<file path="src/design/rst_seq_pkg.sv">
// Constants and types shared by the reset and start-up sequencer.
package rst_seq_pkg;
	localparam int CLK_PERIOD_NS = 10;
	localparam int NS_PER_US = 1000;
	localparam int EXT_FILTER_NS = 200;
	localparam int EXT_FILTER_CYC = (EXT_FILTER_NS + CLK_PERIOD_NS - 1) / CLK_PERIOD_NS;
	localparam int BOR_MIN_NS = 200;
	localparam int BOR_MIN_CYC = (BOR_MIN_NS + CLK_PERIOD_NS - 1) / CLK_PERIOD_NS;
	localparam int RC_PERIOD_NS = 1000;
	localparam int RC_DIV = RC_PERIOD_NS / CLK_PERIOD_NS;
	localparam int OST_CYCLES = 1024;
	localparam int DLY_W = 20;
	localparam int FILT_W = 8;
	localparam int DIV_W = 8;
	localparam int ADDR_W = 2;
	localparam int DATA_W = 8;
	localparam logic [ADDR_W-1:0] ADDR_FLAGS = 2'h0;
	localparam logic [ADDR_W-1:0] ADDR_CFG = 2'h1;
	localparam logic [ADDR_W-1:0] ADDR_STAT = 2'h2;
	localparam int RI_BIT = 4;
	localparam int TO_BIT = 3;
	localparam int PD_BIT = 2;
	localparam int POR_BIT = 1;
	localparam int BOR_BIT = 0;
	localparam logic [DATA_W-1:0] FLAGS_WR_MASK = 8'h13;
	localparam logic [DATA_W-1:0] FLAGS_RESET = 8'h1C;
	localparam int CFG_POWER_UP_TIMER_BIT = 0;
	localparam int CFG_BOR_BIT = 1;
	localparam int CFG_OSC_LSB = 2;
	localparam int CFG_PLL_BIT = 4;
	localparam logic [DATA_W-1:0] CFG_RESET = 8'h03;
	localparam logic [DATA_W-1:0] CFG_MASK = 8'h1F;
	localparam logic [1:0] OSC_RC = 2'h0;
	localparam logic [3:0] CAUSE_NONE = 4'h0;
	localparam logic [3:0] CAUSE_POR = 4'h1;
	localparam logic [3:0] CAUSE_EXT_RUN = 4'h2;
	localparam logic [3:0] CAUSE_EXT_SLEEP = 4'h3;
	localparam logic [3:0] CAUSE_WDT = 4'h4;
	localparam logic [3:0] CAUSE_BOR = 4'h5;
	localparam logic [3:0] CAUSE_INSTR = 4'h6;
	localparam logic [3:0] CAUSE_STK_FULL = 4'h7;
	localparam logic [3:0] CAUSE_STK_UNDER = 4'h8;
	localparam logic [3:0] CAUSE_WDT_WAKE = 4'h9;
	typedef enum logic [8:0] {
		S_OFF = 9'h001,
		S_POWER_UP_TIMER = 9'h002,
		S_OST = 9'h004,
		S_PLL = 9'h008,
		S_HOLD = 9'h010,
		S_RUN = 9'h020,
		S_SLEEP = 9'h040,
		S_BOR = 9'h080,
		S_SWRST = 9'h100
	} seq_state_t;
endpackage

</file>
<file path="src/design/pin_filter.sv">
// Two-flop synchroniser followed by a stability filter for one pin.
`timescale 1ns/1ps
module pin_filter #(
	parameter int STABLE = 1,
	parameter logic INIT = 1'b0
) (
	input wire logic clock_i,
	input wire logic nrst_i,
	input wire logic pin_i,
	output logic level_o
);
	import rst_seq_pkg::*;

	typedef struct packed {
		logic s1;
		logic s2;
		logic level;
		logic [FILT_W-1:0] cnt;
	} filt_t;

	filt_t st_reg;
	filt_t st_next;

	// A change reaches the output only after it has stood STABLE cycles.
	always_comb begin
		st_next = st_reg;
		st_next.s1 = pin_i;
		st_next.s2 = st_reg.s1;
		if (st_reg.s2 == st_reg.level) begin
			st_next.cnt = '0;
		end else if (st_reg.cnt == FILT_W'(STABLE - 1)) begin
			st_next.level = st_reg.s2;
			st_next.cnt = '0;
		end else begin
			st_next.cnt = st_reg.cnt + FILT_W'(1);
		end
	end

	always_ff @(posedge clock_i or negedge nrst_i) begin
		if (!nrst_i) begin
			st_reg <= '{s1: INIT, s2: INIT, level: INIT, cnt: '0};
		end else begin
			st_reg <= st_next;
		end
	end

	assign level_o = st_reg.level;
endmodule

</file>
<file path="src/design/delay_counter.sv">
// Restartable tick counter that flags when a target count is reached.
`timescale 1ns/1ps
module delay_counter (
	input wire logic clock_i,
	input wire logic nrst_i,
	input wire logic clear_i,
	input wire logic tick_i,
	input wire logic [rst_seq_pkg::DLY_W-1:0] target_i,
	output logic done_o
);
	import rst_seq_pkg::*;

	typedef struct packed {
		logic [DLY_W-1:0] cnt;
		logic done;
	} dly_t;

	dly_t st_reg;
	dly_t st_next;

	always_comb begin
		st_next = st_reg;
		if (clear_i) begin
			st_next.cnt = '0;
			st_next.done = 1'b0;
		end else if (!st_reg.done && tick_i) begin
			st_next.cnt = st_reg.cnt + DLY_W'(1);
			st_next.done = (st_next.cnt == target_i);
		end
	end

	always_ff @(posedge clock_i or negedge nrst_i) begin
		if (!nrst_i) begin
			st_reg <= '0;
		end else begin
			st_reg <= st_next;
		end
	end

	assign done_o = st_reg.done;
endmodule

</file>
<file path="src/design/reset_and_startup_sequencer.sv">
// Reset source arbitration, start-up time-outs and reset status flags.
//
// Function
// - Recognise eight distinct reset causes.
// - Forced-state registers reset; others untouched.
// - Watchdog wake from sleep resumes, no reset.
// - Status flags show a pattern per cause.
// - Reset pin filter rejects short glitches.
// - Reset pin is input only, never driven.
// - Supply rise makes a power-on reset.
// - Power-up timer on RC ticks holds reset.
// - Configuration bit enables the power-up timer.
// - Oscillator start-up waits 1024 oscillator cycles.
// - Start-up count only crystal modes, power-on, wake.
// - PLL lock delay follows start-up after power-on.
// - Configuration bit enables brown-out reset.
// - Brown-out needs low supply for minimum time.
// - Stay in brown-out, then power-up timer.
// - Brown-out during power-up timer restarts it.
// - Power-on, then power-up timer, then start-up.
// - RC mode without timer has no time-out; the PLL bit still adds the PLL lock delay.
// - Time-outs ignore pin; release starts immediately.
// - Power-on flag cleared, software sets it.
// - Brown-out flag cleared, firmware sets it.
// - Watchdog clears time-out flag; sleep clears power-down.
// - Reset instruction clears its flag, else one.
`timescale 1ns/1ps
module reset_and_startup_sequencer #(
	parameter int POWER_UP_TIMER_TIME_US = 64,
	parameter int PLL_LOCK_TIME_US = 2000
) (
	input wire logic clock_i,
	input wire logic nrst_i,
	input wire logic supply_ok_i,
	input wire logic brownout_low_i,
	input wire logic ext_reset_pin_n_i,
	input wire logic osc_input_pin_i,
	input wire logic watchdog_timeout_i,
	input wire logic wake_i,
	input wire logic sleep_exec_i,
	input wire logic clear_wdt_i,
	input wire logic reset_instr_i,
	input wire logic stack_full_i,
	input wire logic stack_underflow_i,
	input wire logic [rst_seq_pkg::ADDR_W-1:0] addr_i,
	input wire logic [rst_seq_pkg::DATA_W-1:0] wdata_i,
	input wire logic wr_i,
	input wire logic rd_i,
	output logic [rst_seq_pkg::DATA_W-1:0] rdata_o,
	output logic core_reset_n_o,
	output logic core_stall_o,
	output logic ext_reset_pin_oe_o
);
	import rst_seq_pkg::*;

	localparam int POWER_UP_TIMER_TICKS = POWER_UP_TIMER_TIME_US * NS_PER_US / RC_PERIOD_NS;
	localparam int PLL_TICKS = PLL_LOCK_TIME_US * NS_PER_US / RC_PERIOD_NS;

	typedef struct packed {
		seq_state_t state;
		logic fresh;
		logic seq_por;
		logic seq_wake;
		logic [DATA_W-1:0] flags;
		logic [DATA_W-1:0] cfg;
		logic [DATA_W-1:0] rdata;
		logic [3:0] cause;
		logic [DIV_W-1:0] div;
		logic rc_tick;
		logic osc_prev;
		logic osc_tick;
		logic core_rst_n;
		logic stall;
		logic pin_oe;
	} seq_t;

	seq_t st_reg;
	seq_t st_next;

	logic supply_ok;
	logic bor_low;
	logic ext_pin_s;
	logic osc_s;
	logic ext_low;
	logic power_up_timer_on;
	logic bor_on;
	logic pll_on;
	logic xtal;
	logic bor_trip;
	logic rc_clear;
	logic ost_clear;
	logic rc_done;
	logic ost_done;
	logic [DLY_W-1:0] rc_target;
	seq_state_t por_path;
	seq_state_t after_power_up_timer;
	seq_state_t after_ost;
	seq_state_t wake_path;

	pin_filter #(.STABLE(1), .INIT(1'b0)) supply_filt (
		.clock_i(clock_i),
		.nrst_i(nrst_i),
		.pin_i(supply_ok_i),
		.level_o(supply_ok)
	);

	pin_filter #(.STABLE(BOR_MIN_CYC), .INIT(1'b0)) bor_filt (
		.clock_i(clock_i),
		.nrst_i(nrst_i),
		.pin_i(brownout_low_i),
		.level_o(bor_low)
	);

	pin_filter #(.STABLE(EXT_FILTER_CYC), .INIT(1'b1)) ext_filt (
		.clock_i(clock_i),
		.nrst_i(nrst_i),
		.pin_i(ext_reset_pin_n_i),
		.level_o(ext_pin_s)
	);

	pin_filter #(.STABLE(1), .INIT(1'b0)) osc_filt (
		.clock_i(clock_i),
		.nrst_i(nrst_i),
		.pin_i(osc_input_pin_i),
		.level_o(osc_s)
	);

	delay_counter rc_cnt (
		.clock_i(clock_i),
		.nrst_i(nrst_i),
		.clear_i(rc_clear),
		.tick_i(st_reg.rc_tick),
		.target_i(rc_target),
		.done_o(rc_done)
	);

	delay_counter ost_cnt (
		.clock_i(clock_i),
		.nrst_i(nrst_i),
		.clear_i(ost_clear),
		.tick_i(st_reg.osc_tick),
		.target_i(DLY_W'(OST_CYCLES)),
		.done_o(ost_done)
	);

	assign ext_low = ~ext_pin_s;
	assign power_up_timer_on = st_reg.cfg[CFG_POWER_UP_TIMER_BIT];
	assign bor_on = st_reg.cfg[CFG_BOR_BIT];
	assign pll_on = st_reg.cfg[CFG_PLL_BIT];
	assign xtal = st_reg.cfg[CFG_OSC_LSB+:2] != OSC_RC;
	assign bor_trip = bor_on & bor_low;
	assign rc_clear = st_reg.fresh | ~(st_reg.state inside {S_POWER_UP_TIMER, S_PLL});
	assign ost_clear = st_reg.fresh | (st_reg.state != S_OST);
	assign rc_target = (st_reg.state == S_PLL) ? DLY_W'(PLL_TICKS) : DLY_W'(POWER_UP_TIMER_TICKS);
	// Power-up order: power-up timer, start-up count, then PLL lock.
	assign por_path = xtal ? S_OST : (pll_on ? S_PLL : S_HOLD);
	assign after_power_up_timer = st_reg.seq_por ? por_path : S_HOLD;
	assign after_ost = (st_reg.seq_por && pll_on) ? S_PLL : S_HOLD;
	assign wake_path = xtal ? S_OST : S_RUN;

	always_comb begin
		st_next = st_reg;
		st_next.fresh = 1'b0;
		st_next.rdata = '0;
		st_next.rc_tick = (st_reg.div == DIV_W'(RC_DIV - 1));
		st_next.div = st_next.rc_tick ? '0 : st_reg.div + DIV_W'(1);
		st_next.osc_prev = osc_s;
		st_next.osc_tick = osc_s & ~st_reg.osc_prev;
		if (wr_i && addr_i == ADDR_FLAGS) begin
			st_next.flags = (st_reg.flags & ~FLAGS_WR_MASK) | (wdata_i & FLAGS_WR_MASK);
		end
		if (wr_i && addr_i == ADDR_CFG) begin
			st_next.cfg = wdata_i & CFG_MASK;
		end
		if (rd_i) begin
			case (addr_i)
				ADDR_FLAGS: st_next.rdata = st_reg.flags;
				ADDR_CFG: st_next.rdata = st_reg.cfg;
				ADDR_STAT: st_next.rdata = {3'h0, st_reg.core_rst_n, st_reg.cause};
				default: st_next.rdata = '0;
			endcase
		end
		if (clear_wdt_i) begin
			st_next.flags[TO_BIT] = 1'b1;
			st_next.flags[PD_BIT] = 1'b1;
		end
		if (!supply_ok) begin
			st_next.state = S_OFF;
		end else if (st_reg.state == S_OFF) begin
			st_next.flags[RI_BIT] = 1'b1;
			st_next.flags[TO_BIT] = 1'b1;
			st_next.flags[PD_BIT] = 1'b1;
			st_next.flags[POR_BIT] = 1'b0;
			st_next.flags[BOR_BIT] = bor_on;
			st_next.cause = CAUSE_POR;
			st_next.seq_por = 1'b1;
			st_next.seq_wake = 1'b0;
			st_next.state = power_up_timer_on ? S_POWER_UP_TIMER : por_path;
		end else if (bor_trip && st_reg.state != S_BOR) begin
			st_next.state = S_BOR;
			st_next.cause = CAUSE_BOR;
			st_next.flags[RI_BIT] = 1'b1;
			st_next.flags[TO_BIT] = 1'b1;
			st_next.flags[PD_BIT] = 1'b1;
			st_next.flags[BOR_BIT] = 1'b0;
			st_next.seq_por = 1'b0;
			st_next.seq_wake = 1'b0;
		end else begin
			case (st_reg.state)
				S_BOR: begin
					st_next.flags[BOR_BIT] = 1'b0;
					if (!bor_trip) begin
						st_next.state = power_up_timer_on ? S_POWER_UP_TIMER : S_HOLD;
					end
				end
				S_POWER_UP_TIMER: begin
					if (!st_reg.fresh && rc_done) begin
						st_next.state = after_power_up_timer;
					end
				end
				S_OST: begin
					if (st_reg.seq_wake && ext_low) begin
						st_next.state = S_HOLD;
						st_next.cause = CAUSE_EXT_SLEEP;
						st_next.seq_wake = 1'b0;
					end else if (!st_reg.fresh && ost_done) begin
						st_next.state = st_reg.seq_wake ? S_RUN : after_ost;
						st_next.seq_wake = 1'b0;
					end
				end
				S_PLL: begin
					if (!st_reg.fresh && rc_done) begin
						st_next.state = S_HOLD;
					end
				end
				S_HOLD: begin
					if (!ext_low) begin
						st_next.state = S_RUN;
					end
				end
				S_SWRST: begin
					st_next.state = S_HOLD;
				end
				S_RUN: begin
					if (ext_low) begin
						st_next.state = S_HOLD;
						st_next.cause = CAUSE_EXT_RUN;
					end else if (watchdog_timeout_i) begin
						st_next.state = S_SWRST;
						st_next.cause = CAUSE_WDT;
						st_next.flags[TO_BIT] = 1'b0;
					end else if (reset_instr_i) begin
						st_next.state = S_SWRST;
						st_next.cause = CAUSE_INSTR;
						st_next.flags[RI_BIT] = 1'b0;
					end else if (stack_full_i) begin
						st_next.state = S_SWRST;
						st_next.cause = CAUSE_STK_FULL;
					end else if (stack_underflow_i) begin
						st_next.state = S_SWRST;
						st_next.cause = CAUSE_STK_UNDER;
					end else if (sleep_exec_i) begin
						st_next.state = S_SLEEP;
						st_next.flags[PD_BIT] = 1'b0;
						st_next.flags[TO_BIT] = 1'b1;
					end
				end
				S_SLEEP: begin
					if (ext_low) begin
						st_next.state = S_HOLD;
						st_next.cause = CAUSE_EXT_SLEEP;
					end else if (watchdog_timeout_i || wake_i) begin
						if (watchdog_timeout_i) begin
							st_next.flags[TO_BIT] = 1'b0;
							st_next.cause = CAUSE_WDT_WAKE;
						end
						st_next.state = wake_path;
						st_next.seq_wake = xtal;
					end
				end
				default: begin
					st_next.state = S_OFF;
				end
			endcase
		end
		st_next.fresh = (st_next.state != st_reg.state);
		st_next.core_rst_n = (st_next.state inside {S_RUN, S_SLEEP}) ||
			(st_next.state == S_OST && st_next.seq_wake);
		st_next.stall = (st_next.state == S_OST) && st_next.seq_wake;
		st_next.pin_oe = 1'b0;
	end

	always_ff @(posedge clock_i or negedge nrst_i) begin
		if (!nrst_i) begin
			st_reg <= '{state: S_OFF, fresh: 1'b0, seq_por: 1'b0, seq_wake: 1'b0,
				flags: FLAGS_RESET, cfg: CFG_RESET, rdata: '0, cause: CAUSE_NONE,
				div: '0, rc_tick: 1'b0, osc_prev: 1'b0, osc_tick: 1'b0,
				core_rst_n: 1'b0, stall: 1'b0, pin_oe: 1'b0};
		end else begin
			st_reg <= st_next;
		end
	end

	assign rdata_o = st_reg.rdata;
	assign core_reset_n_o = st_reg.core_rst_n;
	assign core_stall_o = st_reg.stall;
	assign ext_reset_pin_oe_o = st_reg.pin_oe;
endmodule

</file>
<file path="config.mk">
export PLATFORM = sky130hd
export DESIGN_NAME = reset_and_startup_sequencer
export DESIGN_NICKNAME = d
export VERILOG_FILES = /design/src/design/rst_seq_pkg.sv /design/src/design/pin_filter.sv /design/src/design/delay_counter.sv /design/src/design/reset_and_startup_sequencer.sv
export SDC_FILE = /design/constraint.sdc
export NUM_CORES = 1
export LEC_CHECK = 0
export ABC_AREA = 1
export ABC_CLOCK_PERIOD_IN_PS = 1950
export BUFFER_PORTS_ARGS = -buffer_cell sky130_fd_sc_hd__buf_2
export CAP_MARGIN = 20
export CORE_MARGIN = 4
export CORE_UTILIZATION = 35
export CTS_CLUSTER_DIAMETER = 40
export DETAILED_ROUTE_END_ITERATION = 6
export GPL_TIMING_DRIVEN = 1
export MAX_ROUTING_LAYER = met4
export SKIP_CTS_REPAIR_TIMING = 1
export SKIP_LAST_GASP = 1
export SLEW_MARGIN = 30
export SYNTH_ARGS = -nofsm -noshare
export SYNTH_HDL_FRONTEND = slang
export SYNTH_HIERARCHICAL = 1
export SYNTH_SLANG_ARGS = --single-unit
</file>
<file path="constraint.sdc">
create_clock -name clock_i -period 1.95 [get_ports clock_i]
set_clock_uncertainty 0.1 [all_clocks]
set_input_delay 0 -clock clock_i [delete_from_list [all_inputs] [get_ports clock_i]]
set_output_delay 0 -clock clock_i [all_outputs]
set_load 0.1 [all_outputs]
</file>
* After elaboration in Yosys (flattened, before gate mapping)
Cells that the tools add are included.
** Operators by class
- Mux-type cells :: 87
- Equality and inequality tests :: 30
- Bitwise operators :: 12
- Reductions and logical operators :: 31
- Add/subtract/negate cells :: 7
** Operator list (number)
- $mux 9 :: 17
- $mux 21 :: 4
- $mux 8 :: 10
- $pmux 9 s8 :: 1
- $mux 4 :: 11
- $add 20x1->20 const B :: 2
- $add 8x1->8 const B :: 5
- $mux 5 :: 8
- $pmux 8 s3 :: 1
- $eq 20x11->1 :: 1
- $eq 20x11->1 const B :: 1
- $mux 1 :: 20
- $eq 9x3->1 const B :: 2
- $eq 9x6->1 const B :: 2
- $eq 9x7->1 const B :: 2
- $eq 8x5->1 const B :: 2
- $logic_not 8->1 :: 2
- $mux 2 :: 6
- $mux 6 :: 2
- $pmux 4 s3 :: 1
- $reduce_bool 2->1 :: 6
- $mux 11 :: 1
- $logic_and 1x1->1 :: 10
- $ne 5x5->1 const B :: 2
- 27 further kinds :: 48
** Storage, ports and cells
- Bits in registers :: 136
- Input bits :: 25

* Longest topological paths before layout
Gate-level depths: netlist of the first run.
- Depth in word-level cells :: 14
- Gate-level depth with buffers :: 17
- Depth with buffers taken out :: 16

* Modules after synthesis
Netlist of the first run, hierarchy kept.
** By module, submodules not included
- delay_counter :: sequential area each 525.5 sq um, cells an instance 273, times used 2, area each 1731.7 sq um
- reset_and_startup_sequencer :: sequential area each 1133.6 sq um, cells an instance 449, times used 1, area each 3109.2 sq um
- pin_filter (osc_filt ...) :: sequential area each 275.3 sq um, cells an instance 65, times used 2, area each 549.3 sq um
- pin_filter (ext_filt) :: sequential area each 279.0 sq um, cells an instance 63, times used 1, area each 539.3 sq um
- pin_filter (bor_filt) :: sequential area each 275.3 sq um, cells an instance 63, times used 1, area each 535.5 sq um

* Worst setup path after synthesis of the first run
No wires, ideal clock.
- Kind :: flip-flop to flip-flop
- Start :: register, netlist name st_reg[49]
- End :: register rc_cnt/st_reg[10] (netlist name)
- Path buffers :: 1
- Data arrival time :: 1834 ps
- Slack :: -66 ps
- Library setup time :: 83 ps
- Clock period less this slack :: 2016 ps
- Stages on the path, launching flop included :: 11
- Data required time :: 1767 ps
- Path through :: dfrtp_1 nor2_2 nand2_4 inv_4 nand2_1 nand2_1 nand2_1 nor2_1 inv_1 clkbuf_1 o22ai_1
** RTL lines
- end signal: assignment :: RTL line delay_counter.sv:36 : st_reg <= st_next;
- end: declaration :: RTL line delay_counter.sv:18 : dly_t st_reg;

* Final worst setup path of the first run
- Start :: register rc_cnt/st_reg[1] (netlist name)
- End :: register rc_cnt.st_reg, in the netlist rc_cnt/done_o
** On the way
- Word-level cells in the longest chain between the ends :: 4
** RTL lines
- $add 20x1->20 :: RTL line delay_counter.sv:27 : st_next.cnt = st_reg.cnt + DLY_W'(1);
- $eq 20x11->1 :: RTL line delay_counter.sv:28 : st_next.done = (st_next.cnt == target_i);
- $mux 21 :: RTL line delay_counter.sv:26 : end else if (!st_reg.done && tick_i) begin
- $mux 21 :: RTL line delay_counter.sv:23 : if (clear_i) begin
Every way passes these cells. The select of a mux whose other input is x is not followed.
A chain may end at the register's enable or synchronous reset.

==> qor.yml, run 1 <==
outcome: "complete, but fails checks"
violations: "negative hold slack, negative setup slack"
drc_errors: 0
grtUsageTotal_pct: 16.6
cts_tree: "done"
antenna_left: 0
fin_ws_ns: -0.142
reg2reg_from: "rc_cnt/st_reg[1]$_DFFE_PN0P_"
grt_pass1_vias: 8025
ff2ff_setup_slack_ns: -0.14
die_area_sq_um: 27600
arrival_ns: 2.34
ys_top_cells_by_area: "dfrtp_1, nand2_1, nand3_1"
synth_edf_count: 0
drv_cap: 0
ys_top_cells_by_count: "nand2_1, inv_1, nand3_1"
core_region_area_sq_um: 24500
clk_path_buf_depth: 2
busiest_layer: "met2"
dr.first_iter.drc_count: 472
required_ns: 2.20
grt_pass1_wl_um: 37600
use_met1_pct: 21.8
path_class: "reg2reg"
avgSynthCellArea_sq_um: 6.99
netlist_instances: 1251
dr.pass1.iters: 7
hold_viol: 1
synth_most_common_cell: "nand2_1"
r2r_end: "rc_cnt/done_o$_DFFE_PN0P_"
dp_hpwl_um: 16700
synth_flop_cell: "dfrtp_1"
ctsRootBufferMaster: "clkbuf_16"
worstSetupEndpointType: "register"
clkTransAtPathRegs_ns: 0.06
setup_viol: 3
die_w_um: 166
slowest_stage: "dfrtp_1"
cellPowerDensity_nw_per_um2: 717
grt_use_met2_pct: 26.2
placed_cells: 1739
ys_types: 47
leakagePower_nw: 5.26
largest_register_ffs: 34
grtUsageMet3_pct: 3.95
wl_per_cell_um: 12.2
grt_setup_unrepaired: "yes"
globalplace.congestion: 0.906
yosys_warnings: 6
synth_top_area_share_pct: 34.9
start_util_pct: 35.8
crit_fanout: 7
fmax_mhz: 478
nNetsFinal: 1498
syn_to_final_growth_pct: 27.9
grt_start_max_net_pins: 49
antenna_cells: 0
port_buffers: 31
finalMaxSlewViolations: 0
async_flop_share_pct: 100
yosys.area.top_type: "dfrtp_1"
synth.cell_area_sq_um: 8750
rows: 57
hold_class: "in2async"
hold_ws_ns: -0.00139
start_kind: "register"
antenna_found_initial: 0
cts_sinks: 131
htree_num_levels: 4
drive_above_1_share_pct: 21.6
grt_overflow: 0
stdcell_count: 1799
min_period_ns: 2.09
cp_slowest_stage_delay_ns: 0.40
crit_path_frequent_cell: "nand3_1"
yosysSeqAreaShare_pct: 37.6
peakVddDrop_uv: 416
min_period_over_period_pct: 107
reg2reg_depth: 13
fillCellCount: 2425
dieHeight_um: 166
cp_cell_sequence: "ha_1 -> nand2_2 -> nor2_4 -> buf_4 -> nand2_2 -> nand2_1 -> nand3_1 -> nand3_1 -> nor2_1 -> nand3_1 -> nor2_2 -> nand3_1 -> a21oi_2"
vias_per_cell: 4.66
via_count: 8391
dpl_worst_slack_ns: -0.236
synth-seq-cells: 131
cts_made_buffers: 17
routed_wirelength_um: 21900
worstSkewPairLatency_ns: 0.42
ioPinCount: 36
metal layers:
metal  routed length, um  vias to the layer above
met3                1100                       19
met2               10100                      168
met4                 289                        0
met5                   0                        -
li1                    -                     4361
met1               10400                     3843
how the worst max path moves through the flow:
| stage | slack [ns] | end | startpoint |
|---|---|---|---|
| CTS | -0.25 | rc_cnt/done_o$_DFFE_PN0P_ | st_reg[51]$_DFF_PN0_ |
| global route | -0.27 | st_reg[44]$_DFF_PN0_ | st_reg[46]$_DFF_PN0_ |
| finish | -0.14 | rc_cnt/done_o$_DFFE_PN0P_ | rc_cnt/st_reg[1]$_DFFE_PN0P_ |
| detailed placement | -0.24 | rc_cnt/done_o$_DFFE_PN0P_ | st_reg[51]$_DFF_PN0_ |
| global placement | -0.19 | rc_cnt/done_o$_DFFE_PN0P_ | st_reg[51]$_DFF_PN0_ |
| floorplan | 0.04 | rc_cnt/st_reg[10]$_DFFE_PN0P_ | st_reg[49]$_DFF_PN0_ |
power breakdown:
| part | leakage, nW | switching [W] | internal [W] |
|---|---|---|---|
| Combinational | 3.25 | 0.00108 | 0.000672 |
| Sequential | 1.72 | 0.000116 | 0.00287 |
| Clock | 0.289 | 0.00124 | 0.00204 |
layout by cell type (no fill, tap or decap), types with 32 or more instances in the layout:
cell / count
buf_4: 84
conb_1: 71
dfrtp_1: 117
inv_1: 154
nand2_1: 352
nand2_2: 32
nand3_1: 139
nor2_1: 115
nor2_2: 38
o21ai_0: 39
cell type report:
type | instances | area (sq um) | share of cell area, %
clock buffer | 19 | 443 | 3.96
clock inverter | 13 | 159 | 1.42
inverter | 176 | 671 | 6.00
multi-input combinational | 994 | 5110 | 45.7
sequential | 131 | 3300 | 29.5
tap | 324 | 405 | 3.63
timing repair buffer | 142 | 1090 | 9.79
critical path, delay by kind of cell, from the launching register on:
family          cells  cell delay (ns)
simple gates       10             0.98
flops               1             0.40
fa+ha+maj           1             0.25
buf+inv             1             0.15
compound gates      1             0.12
cells by family after synthesis:
logic type / Yosys count / share of synthesized area [%]
AOI/OAI and AO/OA: 103 / 6.72
muxes: 3 / 0.386
adders and majority gates: 11 / 1.57
xor gates and xnor gates: 24 / 2.72
and+or+nand+nor: 782 / 41.9
other: 2 / 0.0859
DFF: 131 / 37.6
buffers and inverters: 195 / 9.04
through the flow:
stage | TNS, ns | cell area, sq um | util [%] | hold slack, ns | total power [W]
after floorplan | 0 | 9010 | - | -0.396 | 0.00399
after global placement | -0.348 | 10100 | 41.3 | -0.116 | 0.00461
after detailed placement | -0.413 | 10100 | 41.3 | -0.118 | 0.00461
after CTS | -0.461 | 10700 | 43.8 | -0.568 | 0.00795
after global routing | -1.21 | 11200 | 45.7 | 0.0352 | 0.00845
final | -0.247 | 11200 | 45.7 | -0.00139 | 0.00802
No activity file was read; power rests on OpenSTA's default activity.
==> run 2, diff against run 1 <==
--- a/config.mk
+++ b/config.mk
@@ -6,7 +6,7 @@
 export NUM_CORES = 1
 export LEC_CHECK = 0
 export ABC_AREA = 1
-export ABC_CLOCK_PERIOD_IN_PS = 1950
+export ABC_CLOCK_PERIOD_IN_PS = 2000
 export BUFFER_PORTS_ARGS = -buffer_cell sky130_fd_sc_hd__buf_2
 export CAP_MARGIN = 20
 export CORE_MARGIN = 4
@@ -15,7 +15,6 @@
 export DETAILED_ROUTE_END_ITERATION = 6
 export GPL_TIMING_DRIVEN = 1
 export MAX_ROUTING_LAYER = met4
-export SKIP_CTS_REPAIR_TIMING = 1
 export SKIP_LAST_GASP = 1
 export SLEW_MARGIN = 30
 export SYNTH_ARGS = -nofsm -noshare
==> constraint.sdc (replaced) <==
create_clock -name clock_i -period 2 [get_ports clock_i]
set_clock_uncertainty 0.1 [all_clocks]
set_input_delay 0 -clock clock_i [delete_from_list [all_inputs] [get_ports clock_i]]
set_output_delay 0 -clock clock_i [all_outputs]
set_load 0.1 [all_outputs]
==> run 2 against run 1 <==
Compared with the run above:
- the run ends with negative setup slack left
- routed wire length increased by 1.3%
- worst setup slack improved by 0.10 ns
- combinational power is 5% higher
- critical path type unchanged
- highest routed layer unchanged
==> qor.yml, run 2 (synthesis gave the netlist of run 1 again) <==
grt_pass1_vias: 7957  # -0.85%
crit_fanout: 6  # -1
ff2ff_setup_slack_ns: -0.04  # +0.10 ns
worstSetupEndpointType: "register"
antenna_found_initial: 0  # unchanged
routed_wirelength_um: 22200  # +1.3%
nNetsFinal: 1494  # -0.27%
clk_path_buf_depth: 2  # unchanged
cts_sinks: 131  # unchanged
vias_per_cell: 4.66  # -0.11%
grt_overflow: 0  # unchanged
setup_viol: 1  # -2
p_int_w: 0.00554  # -0.79%
p_comb_share_pct: 23.0  # +1.1 points
slowest_stage: "dfstp_2"
antenna_cells: 0  # unchanged
start_kind: "register"
drive_above_1_share_pct: 22.6  # +0.94 points
grt_pass1_wl_um: 37600  # about the same
dpl_worst_slack_ns: -0.0795  # +0.156 ns
grtUsageTotal_pct: 16.7  # +0.13 points
dr.first_iter.drc_count: 565  # +20%
finalMaxSlewViolations: 0  # unchanged
syn_to_final_growth_pct: 29.0
dr.pass1.iters: 5  # -2
rows: 57  # unchanged
fin_ws_ns: -0.0423  # +0.0999 ns
pwr-share-clk_pct: 40.4  # -0.5 points
port_buffers: 31  # unchanged
crit_path_frequent_cell: "nand2_1"
ioPinCount: 36  # unchanged
power.switching_w: 0.00244  # +0.17%
violations: "negative setup slack"
min_period_ns: 2.04  # -0.0499 ns
cellPowerDensity_nw_per_um2: 707  # -1.3%
hold_viol: 0  # -1
path_class: "reg2reg"
sw_frac_of_total_pct: 30.6  # +0.21 points
fmax_mhz: 490  # +2.4%
die_area_sq_um: 27600  # unchanged
hold_class: "in2async"
pwr-share-seq_pct: 36.6  # -0.6 points
peakVddDrop_uv: 375  # -9.8%
leakagePower_nw: 5.27  # about the same
cts_made_buffers: 17  # unchanged
die_w_um: 166  # unchanged
grt_start_max_net_pins: 60  # +22%
dp_hpwl_um: 16300  # -2.4%
drv_cap: 0  # unchanged
postLayoutCoreUtil_pct: 46.1  # +0.39 points
grt_setup_unrepaired: "yes"
htree_num_levels: 4  # unchanged
drc_errors: 0  # unchanged
antenna_left: 0  # unchanged
arrival_ns: 2.24  # -0.10 ns
fillCellCount: 2463  # +1.6%
dieHeight_um: 166  # unchanged
power_w: 0.00798  # -0.50%
min_period_over_period_pct: 102  # -5.2 points
ctsRootBufferMaster: "clkbuf_16"
core_region_area_sq_um: 24500  # unchanged
mostFrequentLayoutCell: "nand2_1"
globalplace.congestion: 0.932  # +2.8%
largest_register_ffs: 34  # unchanged
required_ns: 2.20  # about the same
cp_slowest_stage_delay_ns: 0.59  # +0.19 ns
final_cell_mix: "nand2_1, inv_1, nand3_1"
worstSkewPairLatency_ns: 0.42  # about the same
via_count: 8363  # -0.33%
postPlaceCellArea_sq_um: 9970  # -1.4%
cts_tree: "done"
cp_cell_sequence: "nor2_4 -> nand2_4 -> nor2_1 -> nand2_1 -> nand2_1 -> nor2_4 -> nand2_4 -> nand2_2 -> nand2_2 -> nand2_1 -> nand2_1 -> nor3_2 -> nand3_1"
outcome: "complete, but fails checks"
stdcell_area_sq_um: 11300  # +0.86%
start_util_pct: 35.8  # unchanged
wl_per_cell_um: 12.4  # +1.5%
clkTransAtPathRegs_ns: 0.06  # about the same
[run 2: cell count changes in the layout (fill, tap and decap cells not counted), sizes merged]
cell / previous run / this run
buf: 120 / 114
dlygate4sd3: 22 / 23
clkinv: 10 / 9
clkbuf: 19 / 20
clkinvlp: 3 / 4
[run 2: final timing paths]
path / start / to / depth (start not counted)
worst max register to register: st_reg[45]$_DFF_PN1_ / st_reg[44]$_DFF_PN0_ / 13
min in group clock_i: wake_i / st_reg[51]$_DFF_PN0_ / 8
worst min-delay path: nrst_i / ext_filt/st_next[9]$_DFF_PN1_ / 2
worst min register to register: supply_filt/st_next[9]$_DFF_PN0_ / supply_filt/st_reg[9]$_DFF_PN0_ / 0
worst max-delay path: st_reg[45]$_DFF_PN1_ / st_reg[44]$_DFF_PN0_ / 13
max in group asynchronous: nrst_i / st_reg[37]$_DFF_PN1_ / 3
[run 2: area by class of cell]
| class | instances | area (sq um) | area share [%] |
|---|---|---|---|
| Sequential cell | 131 | 3300 | 29.2 |
| Multi-Input combinational cell | 994 | 5190 | 46.0 |
| Clock buffer | 20 | 447 | 3.96 |
| Timing Repair inverter | 1 | 7.51 | 0.0666 |
| Timing Repair Buffer | 137 | 1100 | 9.73 |
| Inverter | 176 | 676 | 5.99 |
| Tap cell | 324 | 405 | 3.59 |
| Clock inverter | 12 | 158 | 1.40 |
[run 2: timing repair]
item	in CTS	in global routing
endpoints found under the hold margin	148	0
endpoints found under the setup margin	6	48
hold buffers	24	0
gates resized for setup	14	78
pin swaps	8	47
cloned	0	1
buffers inserted	4	16
[run 2: metal layers]
metal	wire (um)	global-route usage [%]	part of all wire [%]	vias up
met4	378	5.16	1.7	0
li1	-	-	-	4337
met3	914	2.81	4.1	29
met2	10200	26.2	46	149
met1	10700	22.4	48	3848
met5	0	-	0	-
[run 2: worst max-delay path: cells and delay by family (launching register included)]
family,cells,cell delay (ns)
simple gates,13,1.25
flops,1,0.59
[run 2: stage by stage]
stage | cells | hold WS [ns] | setup TNS, ns
floorplan | 1320 | -0.396 | 0
global placement | 1718 | -0.139 | -0.194
detailed placement | 1718 | -0.142 | -0.238
CTS | 1778 | 0.0492 | -0.0826
global route | 1795 | 0.0719 | -1.75
finish | 1795 | 0.0707 | -0.0423
[run 2: power groups by stage]
stage | clock [W] | combinational [W] | sequential [W]
after floorplan | 0 | 0.000953 | 0.00294
after global placement | 0 | 0.00150 | 0.00296
after detailed placement | 0 | 0.00150 | 0.00296
after CTS | 0.00332 | 0.00158 | 0.00291
after global routing | 0.00344 | 0.00204 | 0.00293
final | 0.00322 | 0.00183 | 0.00292
==> run 3, diff against run 2 <==
--- a/config.mk
+++ b/config.mk
@@ -19,5 +19,4 @@
 export SLEW_MARGIN = 30
 export SYNTH_ARGS = -nofsm -noshare
 export SYNTH_HDL_FRONTEND = slang
-export SYNTH_HIERARCHICAL = 1
 export SYNTH_SLANG_ARGS = --single-unit
==> run 3 against run 2 <==
Compared with the run above:
- the run still ends with negative setup slack left
- routed wire length shrank 9.2%
- first-iteration DRC count shrank 5.7%
- non-clock buffer count grew 57
- register-to-register slack lost 0.05 ns
- core utilization grew 2.2 points
- total power shrank 9.2%
- worst setup slack lost 0.053 ns
- combinational power shrank 25%
- sequential share of layout area grew 2.8 points
- critical path depth is the same
- critical path type unchanged
- largest cell class unchanged
- largest power group unchanged
- highest routed layer unchanged
==> qor.yml, run 3 <==
cts_sinks: 131  # unchanged
antenna_left: 0  # unchanged
min_period_over_period_pct: 105  # +2.7 points
avgSynthCellArea_sq_um: 7.33  # +4.8%
synth_top_family_by_area: "simple AND/OR/NAND/NOR gates"
ys_types: 41  # -13%
grtUsageMet3_pct: 3.11  # +0.30 points
dieHeight_um: 156  # -6.0%
synth-simple-area-share_pct: 32.8  # -9.1 points
synth_edf_count: 0  # unchanged
setup_viol: 7  # +6
drive_above_1_share_pct: 24.2  # +1.6 points
antenna_found_initial: 0  # unchanged
hold_class: "in2async"
rows: 53  # -7.0%
grt_overflow: 0  # unchanged
port_buffers: 31  # unchanged
largest_register_ffs: 34  # unchanged
yosysSeqAreaShare_pct: 42.8  # +5.2 points
path_class: "reg2reg"
ys_top_cells_by_count: "nand2_1, inv_1, nor2_1"
final_cell_mix: "nand2_1, inv_1, buf_4"
antenna_cells: 0  # unchanged
drc_errors: 0  # unchanged
required_ns: 2.21  # about the same
dr.first_iter.drc_count: 533  # -5.7%
grt_use_met2_pct: 26.7  # +0.50 points
arrival_ns: 2.31  # +0.07 ns
grt_setup_unrepaired: "yes"
nNetsFinal: 1279  # -14%
use_met1_pct: 22.5  # +0.19 points
syn_to_final_growth_pct: 33.8
synth_top_area_share_pct: 39.8  # +4.9 points
die_w_um: 156  # -6.0%
synth_mux_area_share_pct: 0.277  # -0.11 points
async_flop_share_pct: 100  # unchanged
dpl_worst_slack_ns: -0.148  # -0.0685 ns
grt_pass1_wl_um: 33100  # -12%
vias_per_cell: 4.77  # +2.5%
worstSetupEndpointType: "register"
worstMarginPinSlew_ns: 0.531
ys_top_cells_by_area: "dfrtp_1, nand2_1, inv_1"
cts_tree: "done"
grtUsageTotal_pct: 17.1  # +0.31 points
fmax_mhz: 477  # -2.5%
peakVddDrop_uv: 428  # +14%
mostFrequentLayoutCell: "nand2_1"
busiest_layer: "met2"
synth_most_common_cell: "nand2_1"
synth_compound_area_share_pct: 8.57  # +1.8 points
crit_fanout: 6  # unchanged
netlist_instances: 1048  # -16%
dp_hpwl_um: 14700  # -9.4%
cellPowerDensity_nw_per_um2: 705  # -0.34%
htree_num_levels: 4  # unchanged
via_count: 7308  # -13%
outcome: "complete, but fails checks"
yosys.area.top_type: "dfrtp_1"
leakagePower_nw: 4.93  # -6.3%
worstSkewPairLatency_ns: 0.42  # about the same
wl_per_cell_um: 13.2  # +6.5%
synth_xor_area_share_pct: 3.99  # +1.3 points
postLayoutCoreUtil_pct: 48.3  # +2.2 points
dr.pass1.iters: 5  # unchanged
fin_ws_ns: -0.0955  # -0.0532 ns
start_util_pct: 36.1  # +0.31 points
start_kind: "register"
ctsRootBufferMaster: "clkbuf_16"
synth_fa_ha_area_share_pct: 1.79  # +0.22 points
clkTransAtPathRegs_ns: 0.07  # about the same
grt_start_max_net_pins: 41  # -32%
synth_flop_cell: "dfrtp_1"
drv_cap: 0  # unchanged
globalplace.congestion: 0.954  # +2.4%
finalMaxSlewViolations: 0  # unchanged
synth.cell_area_sq_um: 7680  # -12%
die_area_sq_um: 24400  # -12%
yosys_warnings: 0  # -6
clk_path_buf_depth: 2  # unchanged
cts_made_buffers: 17  # unchanged
ioPinCount: 36  # unchanged
min_period_ns: 2.10  # +0.0532 ns
violations: "negative setup slack"
core_region_area_sq_um: 21300  # -13%
hold_viol: 0  # unchanged
synth-seq-cells: 131  # unchanged
slew_headroom_pct: 64.6
routed_wirelength_um: 20200  # -9.2%
grt_pass1_vias: 6877  # -14%
-- run 3: cell count changes in the layout (fill, tap and decap cells not counted), moves of 8 or more --
cell | previous run | this run
conb_1 | 71 | 2
inv_2 | 21 | 8
nor3_1 | 9 | 23
nor2_2 | 34 | 14
nand3_1 | 135 | 83
nand3b_1 | 14 | 3
dlygate4sd3_1 | 23 | 32
a21oi_1 | 13 | 26
nand2_1 | 345 | 243
buf_4 | 75 | 123
nand2_2 | 38 | 14
nand3_2 | 14 | 6
-- run 3: metrics by stage --
step | TNS, ns | power, W | instance area (sq um) | cells | hold slack [ns]
2_1_floorplan | 0 | 0.00362 | 7680 | 1049 | -0.396
3_3_place_gp | -0.513 | 0.00413 | 8950 | 1451 | -0.173
3_5_place_dp | -0.600 | 0.00413 | 8950 | 1451 | -0.168
4_1_cts | -0.125 | 0.00727 | 9940 | 1519 | 0.0498
5_1_grt | -2.76 | 0.00760 | 10300 | 1531 | 0.0660
6_report | -0.322 | 0.00724 | 10300 | 1531 | 0.0451
-- run 3: per-layer routing --
layer | routed length (um) | share of wire (%)
met1 | 9310 | 46
met2 | 9560 | 47
met3 | 953 | 4.7
met4 | 334 | 1.7
met5 | 0 | 0
-- run 3: area by class of cell --
| cell class | instances | area (sq um) |
|---|---|---|
| fill | 2030 | 11000 |
| multi-input combinational | 732 | 3930 |
| sequential | 131 | 3290 |
| timing repair buffer | 194 | 1510 |
| inverter | 167 | 633 |
| clock buffer | 17 | 425 |
| tap | 275 | 344 |
| clock inverter | 15 | 136 |
-- run 3: kinds of logic (layout without fill, tap and decap cells) --
logic type / Yosys count / in the layout
AND/OR/NAND/NOR: 563 / 563
buffers and inverters: 186 / 393
flip-flops: 131 / 131
AO/OA/AOI/OAI: 119 / 119
XOR/XNOR: 35 / 35
adder cells (fa/ha/maj): 11 / 11
multiplexers: 2 / 2
other: 1 / 2
-- run 3: final timing paths --
| kind | from | to | slack, ns | cells after the start |
|---|---|---|---|---|
| max | st_reg[46]$_DFF_PN0_ | core_stall_o$_DFF_PN0_ | -0.1 | 13 |
| max reg2reg | st_reg[46]$_DFF_PN0_ | core_stall_o$_DFF_PN0_ | -0.1 | 13 |
| min in group clock_i | addr_i[1] | st_reg[35]$_DFF_PN0_ | 0.08 | 6 |
| min | nrst_i | bor_filt.st_reg[2]$_DFF_PN0_ | 0.05 | 3 |
| min reg2reg | supply_filt.st_next[9]$_DFF_PN0_ | supply_filt.st_reg[9]$_DFF_PN0_ | 0.25 | 0 |
| max in group asynchronous | nrst_i | st_reg[36]$_DFF_PN1_ | 1.41 | 3 |
-- run 3: what timing repair did --
item                                   in CTS  in global routing
gates resized for setup                    22                 73
setup endpoints to repair                  10                 44
endpoints found under the hold margin     147                  0
buffers inserted                            3                 12
pin swaps                                   6                 22
hold buffers                               33                  0
-- run 3: power breakdown --
| part | switching, W | leakage [nW] | internal [W] | total, W |
|---|---|---|---|---|
| logic | 0.000824 | 2.94 | 0.000546 | 0.00137 |
| registers | 0.000112 | 1.73 | 0.00277 | 0.00289 |
| clock network | 0.00135 | 0.272 | 0.00164 | 0.00299 |
-- run 3: critical path, stage by stage (launching register included) --
cell and delay (ns):
dfrtp_2 0.44, nor2_4 0.18, nand2_4 0.11, nor2_4 0.16
nand2_4 0.09, nor2_4 0.14, nand2_2 0.09, nor2_4 0.11
a21oi_2 0.06, or2_1 0.21, nor2_2 0.14, nor2_2 0.05
nand2_1 0.05, nor2_1 0.04
